**src/core/timer_defines.vh**
```
// Register map, field positions, reset values and divider counts of the dual timer
`ifndef TIMER_DEFINES_VH
`define TIMER_DEFINES_VH
// ****************************************************************************
// Register pair codes on bus_addr[2:1]; each pair is channel 0 at the even address, channel 1 odd
// ****************************************************************************
`define ADDR_CTRL      2'h0
`define ADDR_STATUS    2'h1
`define ADDR_CONST_A   2'h2
`define ADDR_COUNT     2'h3
// ****************************************************************************
// Control register fields
// ****************************************************************************
`define CSEL_MSB       2
`define CSEL_LSB       0
`define CLR_MSB        4
`define CLR_LSB        3
`define CTRL_MASK      8'h1F
// Clock select codes
`define CSEL_STOP      3'h0
`define CSEL_DIV_A     3'h1
`define CSEL_DIV_B     3'h2
`define CSEL_DIV_C     3'h3
`define CSEL_EXT_RISE  3'h5
`define CSEL_EXT_FALL  3'h6
`define CSEL_EXT_BOTH  3'h7
// Clear select codes
`define CLR_NONE       2'h0
`define CLR_MATCH      2'h1
`define CLR_EXT        2'h3
// ****************************************************************************
// Control/status register fields
// ****************************************************************************
`define WRAP_BIT       5
`define MATCH_BIT      6
`define OS_MSB         1
`define OS_LSB         0
`define STATUS_MASK    8'h03
// Output select codes
`define OS_HOLD        2'h0
`define OS_LOW         2'h1
`define OS_HIGH        2'h2
`define OS_TOGGLE      2'h3
// ****************************************************************************
// Reset values and the counter's all-ones maximum
// ****************************************************************************
`define COUNT_RESET    8'h00
`define CONST_RESET    8'hFF
`define CTRL_RESET     8'h00
`define STATUS_RESET   8'h00
`define COUNT_MAX      8'hFF
// ****************************************************************************
// Prescaler taps: internal rates of clock/8, clock/64 and clock/8192
// ****************************************************************************
`define PRESC_W        13
`define TAP_A_W        3
`define TAP_B_W        6
`define TAP_C_W        13
`endif

```
**src/core/timer_channel.v**
```verilog
// One 8-bit counter with its compare constant A, flags events and timer output
`timescale 1ns/10ps
`include "timer_defines.vh"
module timer_channel #(
  parameter WIDTH = 8
) (
  // Clock and reset
  input  wire             clock,
  input  wire             rst_b,
  input  wire             standby,
  // Count, clear and output control
  input  wire             tick,
  input  wire             ext_clear,
  input  wire [1:0]       clr_sel,
  input  wire [1:0]       out_sel,
  // Processor writes
  input  wire             cnt_wr,
  input  wire             const_wr,
  input  wire [WIDTH-1:0] wdata,
  // State and events
  output reg  [WIDTH-1:0] cnt_q,
  output reg  [WIDTH-1:0] const_q,
  output wire             match_evt,
  output wire             wrap_evt,
  output reg              tmr_out_q
);
  // ****************************************************************************
  // Compare and overflow, judged on the counting edge only
  // ****************************************************************************
  reg              suppress_q;
  reg  [WIDTH-1:0] cnt_d;
  wire             equal;
  wire             clr_match;

  // Write to the constant blanks the compare in the following state
  assign equal     = (cnt_q == const_q) && !suppress_q;                  // RULE9 RULE10
  // Events only on a count pulse, so each flag sets once per event
  assign match_evt = tick && equal;                                     // RULE13
  assign clr_match = match_evt && (clr_sel == `CLR_MATCH);
  assign wrap_evt  = tick && !clr_match && (cnt_q == `COUNT_MAX);       // RULE5 RULE13

  always @* begin
    cnt_d = cnt_q;
    if (cnt_wr) begin
      cnt_d = wdata;                                                    // RULE2
    end else if (ext_clear && (clr_sel == `CLR_EXT)) begin
      cnt_d = `COUNT_RESET;                                             // RULE4
    end else if (clr_match) begin
      cnt_d = `COUNT_RESET;                                             // RULE4
    end else if (tick) begin
      cnt_d = cnt_q + 1'b1;                                             // RULE1
    end
  end

  always @(posedge clock or negedge rst_b) begin
    if (!rst_b) begin
      cnt_q      <= `COUNT_RESET;                                       // RULE6
      const_q    <= `CONST_RESET;                                       // RULE12
      suppress_q <= 1'b0;
      tmr_out_q  <= 1'b0;
    end else if (standby) begin
      cnt_q      <= `COUNT_RESET;                                       // RULE6
      const_q    <= `CONST_RESET;                                       // RULE12
      suppress_q <= 1'b0;
      tmr_out_q  <= 1'b0;
    end else begin
      cnt_q      <= cnt_d;
      suppress_q <= const_wr;                                           // RULE10
      if (const_wr) begin
        const_q <= wdata;                                               // RULE7
      end
      if (match_evt) begin
        case (out_sel)                                                  // RULE11
          `OS_LOW:    tmr_out_q <= 1'b0;
          `OS_HIGH:   tmr_out_q <= 1'b1;
          `OS_TOGGLE: tmr_out_q <= ~tmr_out_q;
          default:    tmr_out_q <= tmr_out_q;
        endcase
      end
    end
  end
endmodule // timer_channel

```
**src/core/dual_timer.v**
```verilog
// Dual 8-bit timer with compare constant A, prescaler and processor register port
//
// Overview of operation
// RULE1: Each counter is 8 bits and counts up on pulses from the selected clock.
// RULE2: The processor may read and write both counters at any time.
// RULE3: Both counters pair into one 16-bit word for a single word transfer.
// RULE4: A counter clears on external reset or compare match, per clear field.
// RULE5: Counter wrapping from all ones to zero sets the overflow flag.
// RULE6: Counters go to zero on reset and during hardware standby.
// RULE7: Each compare constant A is an 8-bit readable, writable register.
// RULE8: Both compare constants pair into one 16-bit word for word transfers.
// RULE9: Constant and counter are compared always; equality sets match flag A.
// RULE10: Compare is blanked in the second state of a constant write.
// RULE11: Timer output follows compare matches as the output select field says.
// RULE12: Compare constants go to all ones on reset and hardware standby.
// RULE13: Match and overflow are judged on the counting edge, once per event.
`timescale 1ns/10ps
`include "timer_defines.vh"
module dual_timer #(
  parameter CHANNELS = 2,
  parameter WIDTH    = 8
) (
  // Clock and reset
  input  wire                  clock,
  input  wire                  rst_b,
  input  wire                  hw_standby,
  // Processor register port
  input  wire                  bus_req,
  input  wire                  bus_wr,
  input  wire                  bus_word,
  input  wire [2:0]            bus_addr,
  input  wire [15:0]           bus_wdata,
  output reg  [15:0]           bus_rdata,
  output reg                   bus_ack,
  // External timer pins
  input  wire [CHANNELS-1:0]   ext_clk,
  input  wire [CHANNELS-1:0]   ext_rst,
  output wire [CHANNELS-1:0]   tmr_out
);
  // ****************************************************************************
  // Bus decode
  // ****************************************************************************
  wire [1:0] reg_sel;
  wire       wr_go;

  assign reg_sel = bus_addr[2:1];
  assign wr_go   = bus_req && bus_wr;

  // ****************************************************************************
  // Prescaler shared by both channels
  // ****************************************************************************
  reg  [`PRESC_W-1:0] presc_q;
  wire                tap_a;
  wire                tap_b;
  wire                tap_c;

  // One free-running divider keeps the two channels phase aligned
  assign tap_a = &presc_q[`TAP_A_W-1:0];
  assign tap_b = &presc_q[`TAP_B_W-1:0];
  assign tap_c = &presc_q[`TAP_C_W-1:0];

  always @(posedge clock or negedge rst_b) begin
    if (!rst_b) begin
      presc_q <= {`PRESC_W{1'b0}};
    end else if (hw_standby) begin
      presc_q <= {`PRESC_W{1'b0}};
    end else begin
      presc_q <= presc_q + 1'b1;
    end
  end

  // ****************************************************************************
  // External pin history for edge detection
  // ****************************************************************************
  reg [CHANNELS-1:0] ext_clk_q;
  reg [CHANNELS-1:0] ext_rst_q;

  always @(posedge clock or negedge rst_b) begin
    if (!rst_b) begin
      ext_clk_q <= {CHANNELS{1'b0}};
      ext_rst_q <= {CHANNELS{1'b0}};
    end else begin
      ext_clk_q <= ext_clk;
      ext_rst_q <= ext_rst;
    end
  end

  // ****************************************************************************
  // Per-channel control, status and counter
  // ****************************************************************************
  wire [CHANNELS*8-1:0]     ctrl_rd;
  wire [CHANNELS*8-1:0]     status_rd;
  wire [CHANNELS*WIDTH-1:0] cnt_all;
  wire [CHANNELS*WIDTH-1:0] const_all;

  genvar i;
  generate
    for (i = 0; i < CHANNELS; i = i + 1) begin : g_ch
      reg  [7:0]       ctrl_q;
      reg              wrap_q;
      reg              match_q;
      reg  [1:0]       os_q;
      reg              tick;
      wire             sel;
      wire [7:0]       wbyte;
      wire             rise;
      wire             fall;
      wire             match_evt;
      wire             wrap_evt;
      wire [WIDTH-1:0] cnt_q;
      wire [WIDTH-1:0] const_q;

      // Word transfers hit both channels; channel 0 sits in the upper byte
      assign sel   = bus_word || (bus_addr[0] == (i == 1));              // RULE3 RULE8
      assign wbyte = (bus_word && (i == 0)) ? bus_wdata[15:8] : bus_wdata[7:0];
      assign rise  = ext_clk[i] && !ext_clk_q[i];
      assign fall  = !ext_clk[i] && ext_clk_q[i];

      always @* begin
        case (ctrl_q[`CSEL_MSB:`CSEL_LSB])                              // RULE1
          `CSEL_DIV_A:    tick = tap_a;
          `CSEL_DIV_B:    tick = tap_b;
          `CSEL_DIV_C:    tick = tap_c;
          `CSEL_EXT_RISE: tick = rise;
          `CSEL_EXT_FALL: tick = fall;
          `CSEL_EXT_BOTH: tick = rise || fall;
          default:       tick = 1'b0;
        endcase
      end

      always @(posedge clock or negedge rst_b) begin
        if (!rst_b) begin
          ctrl_q  <= `CTRL_RESET;
          wrap_q  <= 1'b0;
          match_q <= 1'b0;
          os_q    <= 2'h0;
        end else if (hw_standby) begin
          ctrl_q  <= `CTRL_RESET;
          wrap_q  <= 1'b0;
          match_q <= 1'b0;
          os_q    <= 2'h0;
        end else begin
          if (wr_go && sel && (reg_sel == `ADDR_CTRL)) begin
            ctrl_q <= wbyte & `CTRL_MASK;
          end
          if (wr_go && sel && (reg_sel == `ADDR_STATUS)) begin
            os_q <= wbyte[`OS_MSB:`OS_LSB];
          end
          // A new event wins over a clear written in the same cycle
          if (wrap_evt) begin
            wrap_q <= 1'b1;                                             // RULE5
          end else if (wr_go && sel && (reg_sel == `ADDR_STATUS) && !wbyte[`WRAP_BIT]) begin
            wrap_q <= 1'b0;
          end
          if (match_evt) begin
            match_q <= 1'b1;                                            // RULE9
          end else if (wr_go && sel && (reg_sel == `ADDR_STATUS) && !wbyte[`MATCH_BIT]) begin
            match_q <= 1'b0;
          end
        end
      end

      timer_channel #(
        .WIDTH (WIDTH)
      ) u_chan (
        .clock     (clock),
        .rst_b     (rst_b),
        .standby   (hw_standby),
        .tick      (tick),
        .ext_clear (ext_rst[i] && !ext_rst_q[i]),
        .clr_sel   (ctrl_q[`CLR_MSB:`CLR_LSB]),
        .out_sel   (os_q),
        .cnt_wr    (wr_go && sel && (reg_sel == `ADDR_COUNT)),
        .const_wr  (wr_go && sel && (reg_sel == `ADDR_CONST_A)),
        .wdata     (wbyte[WIDTH-1:0]),
        .cnt_q     (cnt_q),
        .const_q   (const_q),
        .match_evt (match_evt),
        .wrap_evt  (wrap_evt),
        .tmr_out_q (tmr_out[i])
      );

      assign ctrl_rd[i*8 +: 8]           = ctrl_q;
      assign status_rd[i*8 +: 8]         = {1'b0, match_q, wrap_q, 3'h0, os_q};
      assign cnt_all[i*WIDTH +: WIDTH]   = cnt_q;
      assign const_all[i*WIDTH +: WIDTH] = const_q;
    end
  endgenerate

  // ****************************************************************************
  // Read data and acknowledge
  // ****************************************************************************
  reg [7:0] byte0;
  reg [7:0] byte1;

  always @* begin
    case (reg_sel)
      `ADDR_CTRL: begin
        byte0 = ctrl_rd[7:0];
        byte1 = ctrl_rd[15:8];
      end
      `ADDR_STATUS: begin
        byte0 = status_rd[7:0];
        byte1 = status_rd[15:8];
      end
      `ADDR_CONST_A: begin
        byte0 = const_all[7:0];                                         // RULE7
        byte1 = const_all[15:8];
      end
      `ADDR_COUNT: begin
        byte0 = cnt_all[7:0];                                           // RULE2
        byte1 = cnt_all[15:8];
      end
      default: begin
        byte0 = 8'h00;
        byte1 = 8'h00;
      end
    endcase
  end

  // Read data is sampled in the first state and shown in the second
  always @(posedge clock or negedge rst_b) begin
    if (!rst_b) begin
      bus_rdata <= 16'h0000;
      bus_ack   <= 1'b0;
    end else begin
      bus_ack <= bus_req;
      if (bus_req && !bus_wr) begin
        if (bus_word) begin
          bus_rdata <= {byte0, byte1};                                  // RULE3 RULE8
        end else if (bus_addr[0]) begin
          bus_rdata <= {8'h00, byte1};
        end else begin
          bus_rdata <= {8'h00, byte0};
        end
      end
    end
  end
endmodule // dual_timer

```
**config.mk**
```make
export PLATFORM = sky130hd
export DESIGN_NAME = dual_timer
export DESIGN_NICKNAME = d
export VERILOG_FILES = /design/src/core/timer_channel.v /design/src/core/dual_timer.v
export VERILOG_INCLUDE_DIRS = /design/src /design/src/core
export SDC_FILE = /design/constraint.sdc
export NUM_CORES = 1
export LEC_CHECK = 0
export ABC_AREA = 0
export BUFFER_PORTS_ARGS = -buffer_cell sky130_fd_sc_hd__buf_2
export CAP_MARGIN = 10
export CORE_ASPECT_RATIO = 2
export CORE_UTILIZATION = 55
export DETAILED_ROUTE_END_ITERATION = 16
export PLACE_DENSITY = 0.75
export SYNTH_ARGS = -nofsm -noshare
export SYNTH_HDL_FRONTEND = slang
export SYNTH_SLANG_ARGS = --single-unit
```
**constraint.sdc**
```tcl
create_clock -name clock -period 3.7 [get_ports clock]
set_clock_uncertainty 0.05 [all_clocks]
set_input_delay 0.37 -clock clock [delete_from_list [all_inputs] [get_ports clock]]
set_output_delay 0.37 -clock clock [all_outputs]
set_load 0.03 [all_outputs]
```
== After elaboration in Yosys (flattened, before gate mapping) ==
Index checks and enable logic that the tools add are counted.
Cells by class
  reduce and logical (&&, ||, !) cells: 75
  eq/ne operators: 29
  bitwise gates (word level): 3
  muxes and demuxes: 50
  $add $sub $neg: 3
Operators by type and width (number)
  8-bit 2-to-1 mux: 20
  8-bit one-hot mux with 4 select lines: 2
  1-bit logical AND: 34
  3-bit == test (second input constant): 6
  1-bit 2-to-1 mux: 18
  8-bit by 1-bit adder with 8-bit output (second input constant): 2
  2-bit == test (second input constant): 8
  8-bit == test: 2
  8-bit == test (second input constant): 2
  16-bit 2-to-1 mux: 1
  2-bit nonzero test: 8
  1-bit zero test: 15
  13-bit by 1-bit adder with 13-bit output (second input constant): 1
  13-bit 2-to-1 mux: 1
  13-bit AND reduction: 1
  3-bit by 2-bit == test with 1-bit output (second input constant): 4
  1-bit one-hot mux with 6 select lines: 2
  3-bit nonzero test: 4
  2-bit by 1-bit == test with 1-bit output (second input constant): 5
  5-bit nonzero test: 2
  2-bit 2-to-1 mux: 4
  4-bit nonzero test: 2
  3-bit by 1-bit == test with 1-bit output (second input constant): 2
  1-bit one-hot mux with 3 select lines: 2
  other kinds (6): 12
Storage, ports and cells
  bits in registers: 94
  bits of input ports: 29
  output and inout bits: 19
  logic and storage cells: 181

== Longest topological paths before layout ==
Gate-level depths: netlist of run 1.
  depth after elaboration: 11
  mapped depth: 8
  depth with buffers taken out: 7

== Modules after synthesis ==
From an unflattened synthesis of run 1, not the netlist that was laid out.
Unflattened totals
  cell total of the unflattened synthesis: 533
  area total of the unflattened synthesis: 5262.5 um^2
Modules (own cells, without submodules)
  dual_timer: cells an instance 279, instances 1, area an instance 2935.3 um^2, sequential area each 1301.2 um^2
  timer_channel at g_ch[0].u_chan: cells an instance 129, instances 1, area an instance 1177.4 um^2, sequential area each 460.4 um^2
  timer_channel at g_ch[1].u_chan: cells an instance 125, instances 1, area an instance 1149.9 um^2, sequential area each 460.4 um^2

== Worst setup path after synthesis of run 1 ==
Ideal clock, no wire load.
  kind: register to register
  start: register presc_q[0]
  end: register g_ch[0].u_chan.tmr_out_q
  data required time: 3.512 ns
  library setup time: 0.138 ns
  buffers on the path: 0
  setup slack: 1.457 ns
  arrival time: 2.055 ns
  clock period less this slack: 2.243 ns
  stages on the path, launching flop included: 7
  path through: dfrtp_1 ha_1 nand4_4 or4_4 a221o_1 o311ai_1 o41ai_2
On the way
  word-level cells in the longest chain between the ends: 5
  elaborated cells on any way between the ends: 7
  classes of those cells: mux (1); reduce/logical (6)
Ends and longest elaborated chain
  start: declaration: line dual_timer.v:52  | reg [`PRESC_W-1:0] presc_q;
  start signal: assignment: line dual_timer.v:64  | presc_q <= {`PRESC_W{1'b0}};
  start signal: assignment: line dual_timer.v:66  | presc_q <= {`PRESC_W{1'b0}};
  start signal: assignment: line dual_timer.v:68  | presc_q <= presc_q + 1'b1;
  13-bit AND reduction (tied with other cells): line dual_timer.v:60  | assign tap_c = &presc_q[`TAP_C_W-1:0];
  1-bit one-hot mux with 6 select lines *: line dual_timer.v:120  | case (ctrl_q[`CSEL_MSB:`CSEL_LSB])
  1-bit logical AND *: line timer_channel.v:38  | assign match_evt = tick && equal;
  2-bit nonzero test (no line) *
  2-bit AND reduction (no line) *
  end signal: assignment: line timer_channel.v:76  | `OS_TOGGLE: tmr_out_q <= ~tmr_out_q;
  end signal: assignment: line timer_channel.v:77  | default: tmr_out_q <= tmr_out_q;
  end: declaration: line timer_channel.v:25  | output reg tmr_out_q
Every way passes the cells marked *; elsewhere a longest branch is shown, timed or not.
A chain may end at the register's enable or synchronous reset.

== Worst setup path after layout of run 1 ==
  start: register presc_q[0]
  end: register g_ch[0].u_chan.cnt_q[6]
On the way
  word-level cells in the longest chain between the ends: 8
  elaborated cells on any way between the ends: 11
  classes of those cells: mux (5); reduce/logical (6)
Ends and longest elaborated chain
  13-bit AND reduction (tied with other cells): line dual_timer.v:60
  1-bit one-hot mux with 6 select lines *: line dual_timer.v:120
  1-bit logical AND: line timer_channel.v:38
  1-bit logical AND: line timer_channel.v:39  | assign clr_match = match_evt && (clr_sel == `CLR_MATCH);
  8-bit 2-to-1 mux: line timer_channel.v:48  | end else if (clr_match) begin
  8-bit 2-to-1 mux: line timer_channel.v:46  | end else if (ext_clear && (clr_sel == `CLR_EXT)) begin
  8-bit 2-to-1 mux: line timer_channel.v:44  | if (cnt_wr) begin
  8-bit 2-to-1 mux: line timer_channel.v:61  | end else if (standby) begin
  end signal: assignment: line timer_channel.v:57  | cnt_q <= `COUNT_RESET;
  end signal: assignment: line timer_channel.v:62  | cnt_q <= `COUNT_RESET;
  end signal: assignment: line timer_channel.v:67  | cnt_q <= cnt_d;
  end: declaration: line timer_channel.v:21  | output reg [WIDTH-1:0] cnt_q,
Marks and branches as above.

==> results.md, run 1 <==
- Top cell type by total area after synthesis: dfrtp_1
- Most common cell in the netlist: dfrtp_1
- Data arrival time of the critical path: 2.77 ns
- Via count of the first global-routing pass: 4381
- Die boundary height: 137 um
- Largest net degree at the start of global routing: 84
- Fillcell total: 772
- Number of post-CTS setup repair buffers: 0
- Leading cell types by total area after synthesis: dfrtp_1 (36%), dfstp_2 (8.3%), xor2_1 (4.2%)
- I/O pin cnt: 48
- Kind of path behind the tightest hold check: in2reg
- Global-route wire length before repair: 22.8 mm
- Critical Path Sink Type: flip-flop
- Initial DRC Count: 340
- Clock sink count: 88
- Cts bufs inserted: 9
- Cell Rows: 49
- Leakage power: 0.00242 uW
- Largest vdd supply drop: 0.275 mV
- Master of the slowest instance on the critical path: a221oi_2
- Placed Cells incl. Taps: 640
- Worst Path Buf+Inv: 0
- Synth Net Count: 555
- H-Tree Depth: 3
- Nets: 587
- Area of all placed cells without fillers: 5630 sq um
- Grt ovf: 0
- Launching element type of the critical path: flip-flop
- CTS tree: built
- Clock-pin slew reported for the worst setup and hold paths after clock tree synthesis: 0.07 ns
- Period Utilization, post-route: 69.2%
- Max-slew violation count: 0
- Growth of design area from synthesis to finish: 11.7%
- Detailed-routing iteration count for the pre-antenna-repair pass: 5
- Number of hold-slack violations in the final timing report: 0
- Post-placement cell area: 5310 sq um
- Smallest hold slack: 0.102 ns
- Cells resized by post-CTS repair: 0
- Via Count: 4413
- Start-to-end type of the worst setup path: reg2reg
- Antenna violations before repair: 1
- Crit-path leading delay family: compound AO/OA/AOI/OAI gates
- Non-filler instance count after layout: 658
- Sequential share of the synthesized area: 44.1%
- Routed wirelength normalized by instance count: 22.1 um
- Number of flops mapped to enable cells by yosys: 0
- Post-synthesis sequential element count: 88
- R2r setup slk: 1.14 ns
- Dominant register cell in the synthesized netlist: dfrtp_1
- Average size of a mapped cell: 9.73 sq um
- Number of design rule violations left after detail routing: 0
- Power density of the placed cells: 407 nW/um^2
- Relative slew slack: 27.8%
- Placeable core region: 8950 sq um
- Effective utilization at floorplan: 56.3%
- Setup Viol. Count Final: 0
- Netlist cell types: 66
- Total negative setup slack: 0 ns
- Clock latency at the later pin of the worst-skew pair: 0.35 ns
- Yosys synthesis warning count: 0
- Overall die area: 9580 sq um
- Number of max-cap violations: 0
- Result of the run: complete, no violations
- Worst path cell trace: ha_1 -> nand4_4 -> or4_4 -> a221oi_2 -> o21ai_1 -> o22ai_1
- Placer congestion estimate: 0.942
- Vias per inst: 6.71
- Synth cell count leaders: dfrtp_1 (72), nor2_1 (50), nand2_1 (29), nand3_1 (29)
- Clock root buffer: clkbuf_16
- Number of buffers added on ports: 47
- CTS Hold Bufs: 0
- Post-Route WL: 14.5 mm
- Fraction of synthesized cell area taken by the top area cell type: 35.7%
- Die boundary width: 69.7 um
- Stage delay of the slowest cell on the critical path: 0.58 ns
- Layout cells sized above 1: 19.5%
- Async SR Flop Fraction: 100%
- Post-layout minimum cycle time: 2.56 ns
- Largest fanout on the critical path: 7
- Post-synth design cell area: 5040 sq um
- Unrepaired setup endpoints after global routing: no
- Maximum frequency from static timing analysis: 390 MHz
- Maximum buffer depth of the clock tree: 2
- Transition time of the tightest slew-check pin: 1.08 ns
- Overall track demand over capacity in global routing: 31.3%
- Synthesized instance count: 518
- HPWL after detailed placement: 10.7 mm
- Required time of the worst setup path: 3.91 ns
- Remaining antenna violation count: 0
==> where the power goes <==
part / total, uW / switching [uW] / internal [uW]
registers: 1030 / 30.4 / 1000
logic: 274 / 186 / 87.9
clock network: 989 / 378 / 611
total: 2290 / 594 / 1700
==> through the flow <==
step                      setup slack, ns  power (uW)  util (%)
final                                1.14        2290      62.9
after detailed placement             1.03        1320      59.3
after CTS                            1.14        2300      62.8
after global placement               1.15        1310      59.3
after global routing                0.996        2360      62.9
after floorplan                      1.46        1210         -
==> path summary, 6_finish.rpt <==
| path | start | to | cells past startpoint |
|---|---|---|---|
| setup reg to reg | presc_q[0]$_DFF_PN0_ | g_ch[0].u_chan.cnt_q[6]$_DFFE_PN0P_ | 6 |
| min in group asynchronous | rst_b | presc_q[3]$_DFF_PN0_ | 1 |
| hold / removal | ext_rst[0] | ext_rst_q[0]$_DFF_PN0_ | 1 |
| setup / recovery | presc_q[0]$_DFF_PN0_ | g_ch[0].u_chan.cnt_q[6]$_DFFE_PN0P_ | 6 |
| max in group asynchronous | rst_b | g_ch[0].u_chan.const_q[7]$_DFFE_PN1P_ | 2 |
| hold reg to reg | bus_rdata[7]$_DFFE_PN0P_ | bus_rdata[7]$_DFFE_PN0P_ | 2 |
==> kinds of logic after synthesis <==
family                   Yosys count  share of synthesized area (%)
XOR/XNOR                          26                           4.52
adder cells (fa/ha/maj)            8                           1.99
buffers and inverters             47                           3.82
AO/OA/AOI/OAI                    138                           19.4
flip-flops                        88                           44.1
multiplexers                      33                           7.89
AND/OR/NAND/NOR                  178                           18.4
==> layout by cell type (no fill, tap or decap), drive strengths merged, types with 3 or more instances in the layout <==
| master | Yosys | routed |
|---|---|---|
| dfrtp | 72 | 72 |
| buf | 8 | 52 |
| nor2 | 50 | 50 |
| nand2 | 29 | 29 |
| nand3 | 29 | 29 |
| o21ai | 25 | 25 |
| xor2 | 24 | 24 |
| a21oi | 24 | 24 |
| nand4 | 19 | 19 |
| inv | 16 | 16 |
| dfstp | 16 | 16 |
| mux2i | 15 | 15 |
| mux2 | 14 | 14 |
| a31oi | 13 | 13 |
| clkbuf | 23 | 13 |
| a22o | 12 | 12 |
| nor3 | 10 | 10 |
| o211ai | 8 | 8 |
| o22a | 8 | 8 |
| ha | 8 | 8 |
| nand2b | 6 | 6 |
| o22ai | 6 | 6 |
| o31ai | 6 | 6 |
| a221o | 6 | 6 |
| and3 | 6 | 6 |
| nor2b | 5 | 5 |
| a211oi | 5 | 5 |
| mux4 | 4 | 4 |
| and4 | 4 | 4 |
| or2 | 4 | 4 |
| nand4b | 3 | 3 |
| nand3b | 3 | 3 |
| and2 | 3 | 3 |
| o21a | 3 | 3 |
| nor4 | 3 | 3 |
| o41ai | 3 | 3 |
==> state kept, by name (all words and copies together), names as in the netlist <==
name,count
presc_q,13
g_ch.match_q,2
ext_rst_q,2
bus_ack,1
g_ch.u_chan.cnt_q,16
ext_clk_q,2
g_ch.wrap_q,2
g_ch.u_chan.suppress_q,2
g_ch.os_q,4
g_ch.ctrl_q,10
g_ch.u_chan.tmr_out_q,2
bus_rdata,16
g_ch.u_chan.const_q,16
==> area by class of cell <==
class | instances | area (sq um) | share of cell area [%]
sequential | 88 | 2220 | 39.5
timing repair buffer | 52 | 273 | 4.84
clock buffer | 13 | 250 | 4.44
tap | 102 | 128 | 2.27
antenna | 1 | 2.50 | 0.0444
clock inverter | 3 | 67.6 | 1.20
inverter | 16 | 60.1 | 1.07
multi-input combinational | 383 | 2630 | 46.7
==> routing by layer <==
layer / global-route usage [%] / share of wire [%] / vias to the layer above
met2: 56.2 / 54 / 190
met5: 0 / 0 / -
met4: 22.9 / 7.0 / 0
met3: 5.27 / 4.0 / 65
met1: 32.6 / 35 / 2157
li1: - / - / 2001
Power figures use the tool's default switching activity.
==> run 2, diff against run 1 <==
- CORE_UTILIZATION: 55 -> 54
- PLACE_DENSITY: 0.75 -> 0.77
- clock period: 3.7 -> 2.3 ns (I/O delays scaled with it)
==> run 2 against run 1 <==
Compared with the run above: cell count up 4.9%; critical path depth stayed put; register-to-register slack worse by 1.1 ns; total power rose by 64%; flip-flop and latch count unchanged; wire length grew 4.4%; final area rose by 5.7%; first-iteration DRC count rose by 13%; combinational power up 76%; fmax grew 15%; critical path type unchanged.
==> results.md, run 2 (synthesis results as in run 1) <==
- Cts bufs inserted: 9 (unchanged)
- Largest vdd supply drop: 0.494 mV (was 0.275 mV)
- I/O pin cnt: 48 (unchanged)
- Placeable core region: 9010 sq um (was 8950 sq um)
- HPWL after detailed placement: 11.0 mm (was 10.7 mm)
- Clock latency at the later pin of the worst-skew pair: 0.34 ns (was 0.35 ns)
- Post-Route WL: 15.1 mm (was 14.5 mm)
- Final antenna diode count: 0 (was 1)
- Number of buffers added on ports: 47 (unchanged)
- Setup Viol. Count Final: 0 (unchanged)
- Most used cells in the layout excluding fill and tap cells: dfrtp_1 (72), nor2_1 (50), buf_2 (46), buf_4 (33) (was dfrtp_1 (72), nor2_1 (50), buf_2 (47), nand2_1 (29), nand3_1 (29))
- Leakage power: 0.00258 uW (was 0.00242 uW)
- Detailed-routing iteration count for the pre-antenna-repair pass: 5 (unchanged)
- Maximum frequency from static timing analysis: 448 MHz (was 390 MHz)
- Vias per inst: 6.70 (was 6.71)
- Launching element type of the critical path: flip-flop (unchanged)
- Result of the run: complete, no violations (unchanged)
- Cell Rows: 49 (unchanged)
- Initial DRC Count: 384 (was 340)
- Via Count: 4622 (was 4413)
- Most common library cell in the layout ignoring fill and taps: dfrtp_1 (unchanged)
- Largest registers: bus_rdata x16, g_ch.u_chan.cnt_q x16, g_ch.u_chan.const_q x16 (unchanged)
- Power density of the placed cells: 631 nW/um^2 (was 407 nW/um^2)
- Antenna violations before repair: 0 (was 1)
- Number of max-cap violations: 0 (unchanged)
- Start-to-end type of the worst setup path: reg2reg (unchanged)
- Die boundary width: 70.3 um (was 69.7 um)
- Relative slew slack: 58.7% (was 27.8%)
- Overall track demand over capacity in global routing: 32.3% (was 31.3%)
- Placer congestion estimate: 0.928 (was 0.942)
- Clock sink count: 88 (unchanged)
- Nets: 620 (was 587)
- Required time of the worst setup path: 2.49 ns (was 3.91 ns)
- Via count of the first global-routing pass: 4826 (was 4381)
- Layout cells sized above 1: 24.7% (was 19.5%)
- Number of design rule violations left after detail routing: 0 (unchanged)
- Largest net degree at the start of global routing: 31 (was 84)
- Period Utilization, post-route: 97.2% (was 69.2%)
- Maximum buffer depth of the clock tree: 2 (unchanged)
- Data arrival time of the critical path: 2.43 ns (was 2.77 ns)
- Core occupancy in the finished layout: 66.0% (was 62.9%)
- Master of the slowest instance on the critical path: or4_4 (was a221oi_2)
- Area of all placed cells without fillers: 5950 sq um (was 5630 sq um)
- Worst path cell trace: ha_4 -> nand4_4 -> or4_4 -> a221o_1 -> or2_1 -> o41ai_2 (was ha_1 -> nand4_4 -> or4_4 -> a221oi_2 -> o21ai_1 -> o22ai_1)
- Global-route wire length before repair: 24.3 mm (was 22.8 mm)
- Kind of path behind the tightest hold check: in2reg (unchanged)
- Max-slew violation count: 0 (unchanged)
- CTS tree: built (unchanged)
- Clock-pin slew reported for the worst setup and hold paths after clock tree synthesis: 0.07 ns (about the same)
- Stage delay of the slowest cell on the critical path: 0.52 ns (was 0.58 ns)
- Overall die area: 9750 sq um (was 9580 sq um)
- H-Tree Depth: 3 (unchanged)
- Remaining antenna violation count: 0 (unchanged)
- Effective utilization at floorplan: 55.9% (was 56.3%)
- Clock root buffer: clkbuf_16 (unchanged)
- Critical Path Sink Type: flip-flop (unchanged)
- Fillcell total: 717 (was 772)
- Post-layout minimum cycle time: 2.23 ns (was 2.56 ns)
- Post-placement cell area: 5530 sq um (was 5310 sq um)
- Transition time of the tightest slew-check pin: 0.616 ns (was 1.08 ns)
- Grt ovf: 0 (unchanged)
- Routed wirelength normalized by instance count: 21.9 um (was 22.1 um)
- Die boundary height: 139 um (was 137 um)
- Largest fanout on the critical path: 3 (was 7)
- Number of hold-slack violations in the final timing report: 0 (unchanged)
- Growth of design area from synthesis to finish: 18.0% (was 11.7%)
[run 2: changes by cell type in the layout (fill, tap and decap cells not counted), sizes merged]
cell,previous run,this run
buf,52,80
diode,1,0
inv,16,18
clkinvlp,1,2
dlygate4sd3,0,5
clkinv,0,1
clkbuf,13,9
[run 2: per-stage QoR]
| step | setup TNS, ns | total power, uW | setup WS, ns | instances | hold WS, ns |
|---|---|---|---|---|---|
| 3_5_place_dp | 0 | 2150 | 0.0110 | 668 | 0.128 |
| 4_1_cts | 0 | 3760 | 0.00443 | 689 | 0.0369 |
| 6_report | 0 | 3760 | 0.0655 | 690 | 0.0465 |
| 2_1_floorplan | 0 | 1940 | 0.0569 | 518 | -0.116 |
| 3_3_place_gp | 0 | 2130 | 0.0690 | 668 | 0.123 |
| 5_1_grt | -0.0233 | 3870 | -0.0233 | 690 | 0.0408 |
[run 2: final timing paths]
kind | start | to | slack [ns] | cells after the start
min in group asynchronous | rst_b | presc_q[5]$_DFF_PN0_ | 0.30 | 2
worst min-delay path | bus_req | bus_ack$_DFF_PN0_ | 0.05 | 1
worst min register to register | bus_rdata[0]$_DFFE_PN0P_ | bus_rdata[0]$_DFFE_PN0P_ | 0.44 | 2
worst max register to register | presc_q[1]$_DFF_PN0_ | g_ch[0].u_chan.tmr_out_q$_DFFE_PN0P_ | 0.07 | 6
max in group asynchronous | rst_b | g_ch[0].u_chan.const_q[2]$_DFFE_PN1P_ | 1.26 | 3
worst max-delay path | presc_q[1]$_DFF_PN0_ | g_ch[0].u_chan.tmr_out_q$_DFFE_PN0P_ | 0.07 | 6
[run 2: area by class of cell]
type / count / area [sq um] / area share (%)
multi-input combinational: 383 / 2670 / 44.8
sequential: 88 / 2220 / 37.3
timing repair buffer: 85 / 548 / 9.21
clock buffer: 9 / 225 / 3.78
tap: 102 / 128 / 2.14
clock inverter: 7 / 101 / 1.70
inverter: 16 / 60.1 / 1.01
[run 2: where the power goes]
| group | switching [uW] | leakage [uW] | internal [uW] |
|---|---|---|---|
| clock network | 659 | 0.000153 | 962 |
| registers | 47.3 | 0.00115 | 1610 |
| logic | 312 | 0.00129 | 170 |
| total | 1020 | 0.00258 | 2740 |
[run 2: worst max-delay path: cells and delay by family, from the launching register on]
family | cells | cell delay, ns
compound gates | 2 | 0.59
flops | 1 | 0.42
simple gates | 3 | 0.90
fa+ha+maj | 1 | 0.17
[run 2: routing by layer]
| metal | global-route usage, % | up-vias | share of wire, % |
|---|---|---|---|
| li1 | - | 2066 | - |
| met1 | 34.8 | 2278 | 35 |
| met2 | 56.0 | 215 | 53 |
| met3 | 4.80 | 63 | 4.5 |
| met4 | 23.1 | 0 | 6.7 |
| met5 | 0 | - | 0 |
[run 2: repair_timing]
action / 4_1_cts / 5_1_grt
gates resized for setup: 0 / 8
hold buffers: 5 / 0
buffers inserted: 0 / 1
endpoints found under the hold margin: 28 / 0
setup endpoints to repair: 0 / 13
==> run 3, diff against run 2 <==
- BUFFER_PORTS_ARGS: -buffer_cell sky130_fd_sc_hd__buf_2 -> -buffer_cell sky130_fd_sc_hd__buf_4
==> run 3 against run 2 <==
Compared with the run above: combinational power increased by 4.8%; fmax increased by 1.1%; sequential power about the same; largest cell class unchanged; critical path type unchanged; clock-buffer cell count increased by 2; highest routed layer unchanged.
==> results.md, run 3 (synthesis results as in run 1) <==
- Nets: 617 (was 620)
- Required time of the worst setup path: 2.48 ns (was 2.49 ns)
- Most common library cell in the layout ignoring fill and taps: buf_4 (was dfrtp_1)
- Fillcell total: 732 (was 717)
- Routed wirelength normalized by instance count: 21.6 um (was 21.9 um)
- Grt ovf: 0 (unchanged)
- Setup crit start: presc_q[1]$_DFF_PN0_ (unchanged)
- Smallest hold slack: 0.0263 ns (was 0.0465 ns)
- Clock sink count: 88 (unchanged)
- Clock root buffer: clkbuf_16 (unchanged)
- Detailed-routing iteration count for the pre-antenna-repair pass: 5 (unchanged)
- Number of post-CTS setup repair buffers: 0 (unchanged)
- Power density of the placed cells: 600 nW/um^2 (was 631 nW/um^2)
- Critical Path Sink Type: flip-flop (unchanged)
- Die boundary width: 70.3 um (unchanged)
- Largest net degree at the start of global routing: 59 (was 31)
- Largest vdd supply drop: 0.479 mV (was 0.494 mV)
- Overall die area: 9750 sq um (unchanged)
- Global-route wire length before repair: 24.1 mm (was 24.3 mm)
- Growth of design area from synthesis to finish: 19.1% (was 18.0%)
- Unrepaired setup endpoints after global routing: no
- Number of buffers added on ports: 47 (unchanged)
- Number of max-cap violations: 0 (unchanged)
- Reg2Reg Depth: 6 (unchanged)
- Core occupancy in the finished layout: 66.6% (was 66.0%)
- Leakage power: 0.00259 uW (was 0.00258 uW)
- I/O pin cnt: 48 (unchanged)
- Placer congestion estimate: 1.00 (was 0.928)
- Total negative setup slack: 0 ns (unchanged)
- Die boundary height: 139 um (unchanged)
- Max-slew violation count: 0 (unchanged)
- Clock latency at the later pin of the worst-skew pair: 0.34 ns (about the same)
- Initial DRC Count: 384 (unchanged)
- Reg-to-reg critical path startpoint: presc_q[1]$_DFF_PN0_ (unchanged)
- Vias per inst: 6.63 (was 6.70)
- Worst r2r dst: g_ch[0].u_chan.tmr_out_q$_DFFE_PN0P_ (unchanged)
- Via count of the first global-routing pass: 4654 (was 4826)
- HPWL after detailed placement: 10.8 mm (was 11.0 mm)
- Post-layout minimum cycle time: 2.21 ns (was 2.23 ns)
- Kind of path behind the tightest hold check: in2reg (unchanged)
- Maximum buffer depth of the clock tree: 2 (unchanged)
- Post-placement cell area: 5630 sq um (was 5530 sq um)
- Antenna violations before repair: 0 (unchanged)
- Transition time of the tightest slew-check pin: 0.917 ns (was 0.616 ns)
- CTS tree: built (unchanged)
- H-Tree Depth: 3 (unchanged)
- Data arrival time of the critical path: 2.39 ns (was 2.43 ns)
- Cts bufs inserted: 9 (unchanged)
- Setup Viol. Count Final: 0 (unchanged)
- Overall track demand over capacity in global routing: 31.9% (was 32.3%)
- Clock-pin slew reported for the worst setup and hold paths after clock tree synthesis: 0.06 ns (was 0.07 ns)
- Maximum frequency from static timing analysis: 452 MHz (was 448 MHz)
- Largest fanout on the critical path: 3 (unchanged)
- Result of the run: complete, no violations (unchanged)
- Most used cells in the layout excluding fill and tap cells: buf_4 (76), dfrtp_1 (72), nor2_1 (50), nand2_1 (29), nand3_1 (29) (was dfrtp_1 (72), nor2_1 (50), buf_2 (46), buf_4 (33))
- Number of hold-slack violations in the final timing report: 0 (unchanged)
- Final antenna diode count: 0 (unchanged)
- Relative slew slack: 38.4% (was 58.7%)
- Start-to-end type of the worst setup path: reg2reg (unchanged)
- Placeable core region: 9010 sq um (unchanged)
- Layout cells sized above 1: 24.0% (was 24.7%)
- Largest registers: bus_rdata x16, g_ch.u_chan.cnt_q x16, g_ch.u_chan.const_q x16 (unchanged)
- R2r setup slk: 0.09 ns (was 0.07 ns)
- Effective utilization at floorplan: 55.9% (unchanged)
- Remaining antenna violation count: 0 (unchanged)
- Via Count: 4548 (was 4622)
- End of the critical path: g_ch[0].u_chan.tmr_out_q$_DFFE_PN0P_ (unchanged)
- Final total power: 3600 uW (was 3760 uW)
- Cell Rows: 49 (unchanged)
- Launching element type of the critical path: flip-flop (unchanged)
- Number of design rule violations left after detail routing: 0 (unchanged)
- Post-Route WL: 14.8 mm (was 15.1 mm)
- Area of all placed cells without fillers: 6000 sq um (was 5950 sq um)
- Period Utilization, post-route: 96.1% (was 97.2%)
[run 3: cell count changes in the layout (fill, tap and decap cells not counted), moves of 2 or more]
cell / change
buf_2: -46
buf_4: +43
clkinvlp_4: -2
inv_6: -2
clkinv_2: +3
[run 3: worst max-delay path, stage by stage (launching register included)]
cell and delay [ns]:
dfrtp_1 0.40, ha_4 0.17, nand4_4 0.10, or4_4 0.51
a221o_1 0.39, or2_1 0.28, o41ai_2 0.20
[run 3: repair_timing]
item | CTS | global route
pin swaps | 0 | 2
endpoints found under the setup margin | 1 | 9
hold endpoints to repair | 31 | 0
gates resized for setup | 1 | 7
hold buffers | 5 | 0
[run 3: final cells by class]
cell class                      instances  area, sq um  area share [%]
Clock buffer                           11          243            4.04
Multi-Input combinational cell        383         2670            44.4
Sequential cell                        88         2220            37.0
Inverter                               16         60.1            1.00
Tap cell                              102          128            2.13
Clock inverter                          4         45.0           0.750
Timing Repair Buffer                   82          641            10.7
[run 3: per-stage QoR]
step                cells  worst slack, ns
floorplan             518           0.0569
global placement      666           0.0917
detailed placement    666           0.0158
CTS                   686           0.0195
global route          686           0.0169
finish                686           0.0898
[run 3: where the power goes]
group / total, uW / switching (uW) / internal (uW)
combinational: 504 / 308 / 196
clock: 1440 / 579 / 860
sequential: 1660 / 48.9 / 1610
total: 3600 / 936 / 2660
[run 3: worst min-delay path by stage]
stage	startpoint	to	slack [ns]	cells after the start
2_1_floorplan	rst_b	bus_ack$_DFF_PN0_	-0.12	0
3_3_place_gp	rst_b	presc_q[9]$_DFF_PN0_	0.15	1
3_5_place_dp	rst_b	presc_q[5]$_DFF_PN0_	0.15	1
4_1_cts	bus_req	bus_ack$_DFF_PN0_	0.01	1
5_1_grt	bus_req	bus_ack$_DFF_PN0_	0.02	1
6_report	bus_req	bus_ack$_DFF_PN0_	0.03	1
[run 3: per-layer routing]
layer  share of wire (%)  vias to the layer above  GRT usage (%)
met5                   0                        -              0
met4                 7.7                        0           24.1
met3                 4.5                       70           3.92
met2                  52                      192           53.3
met1                  36                     2225           36.5
li1                    -                     2061              -
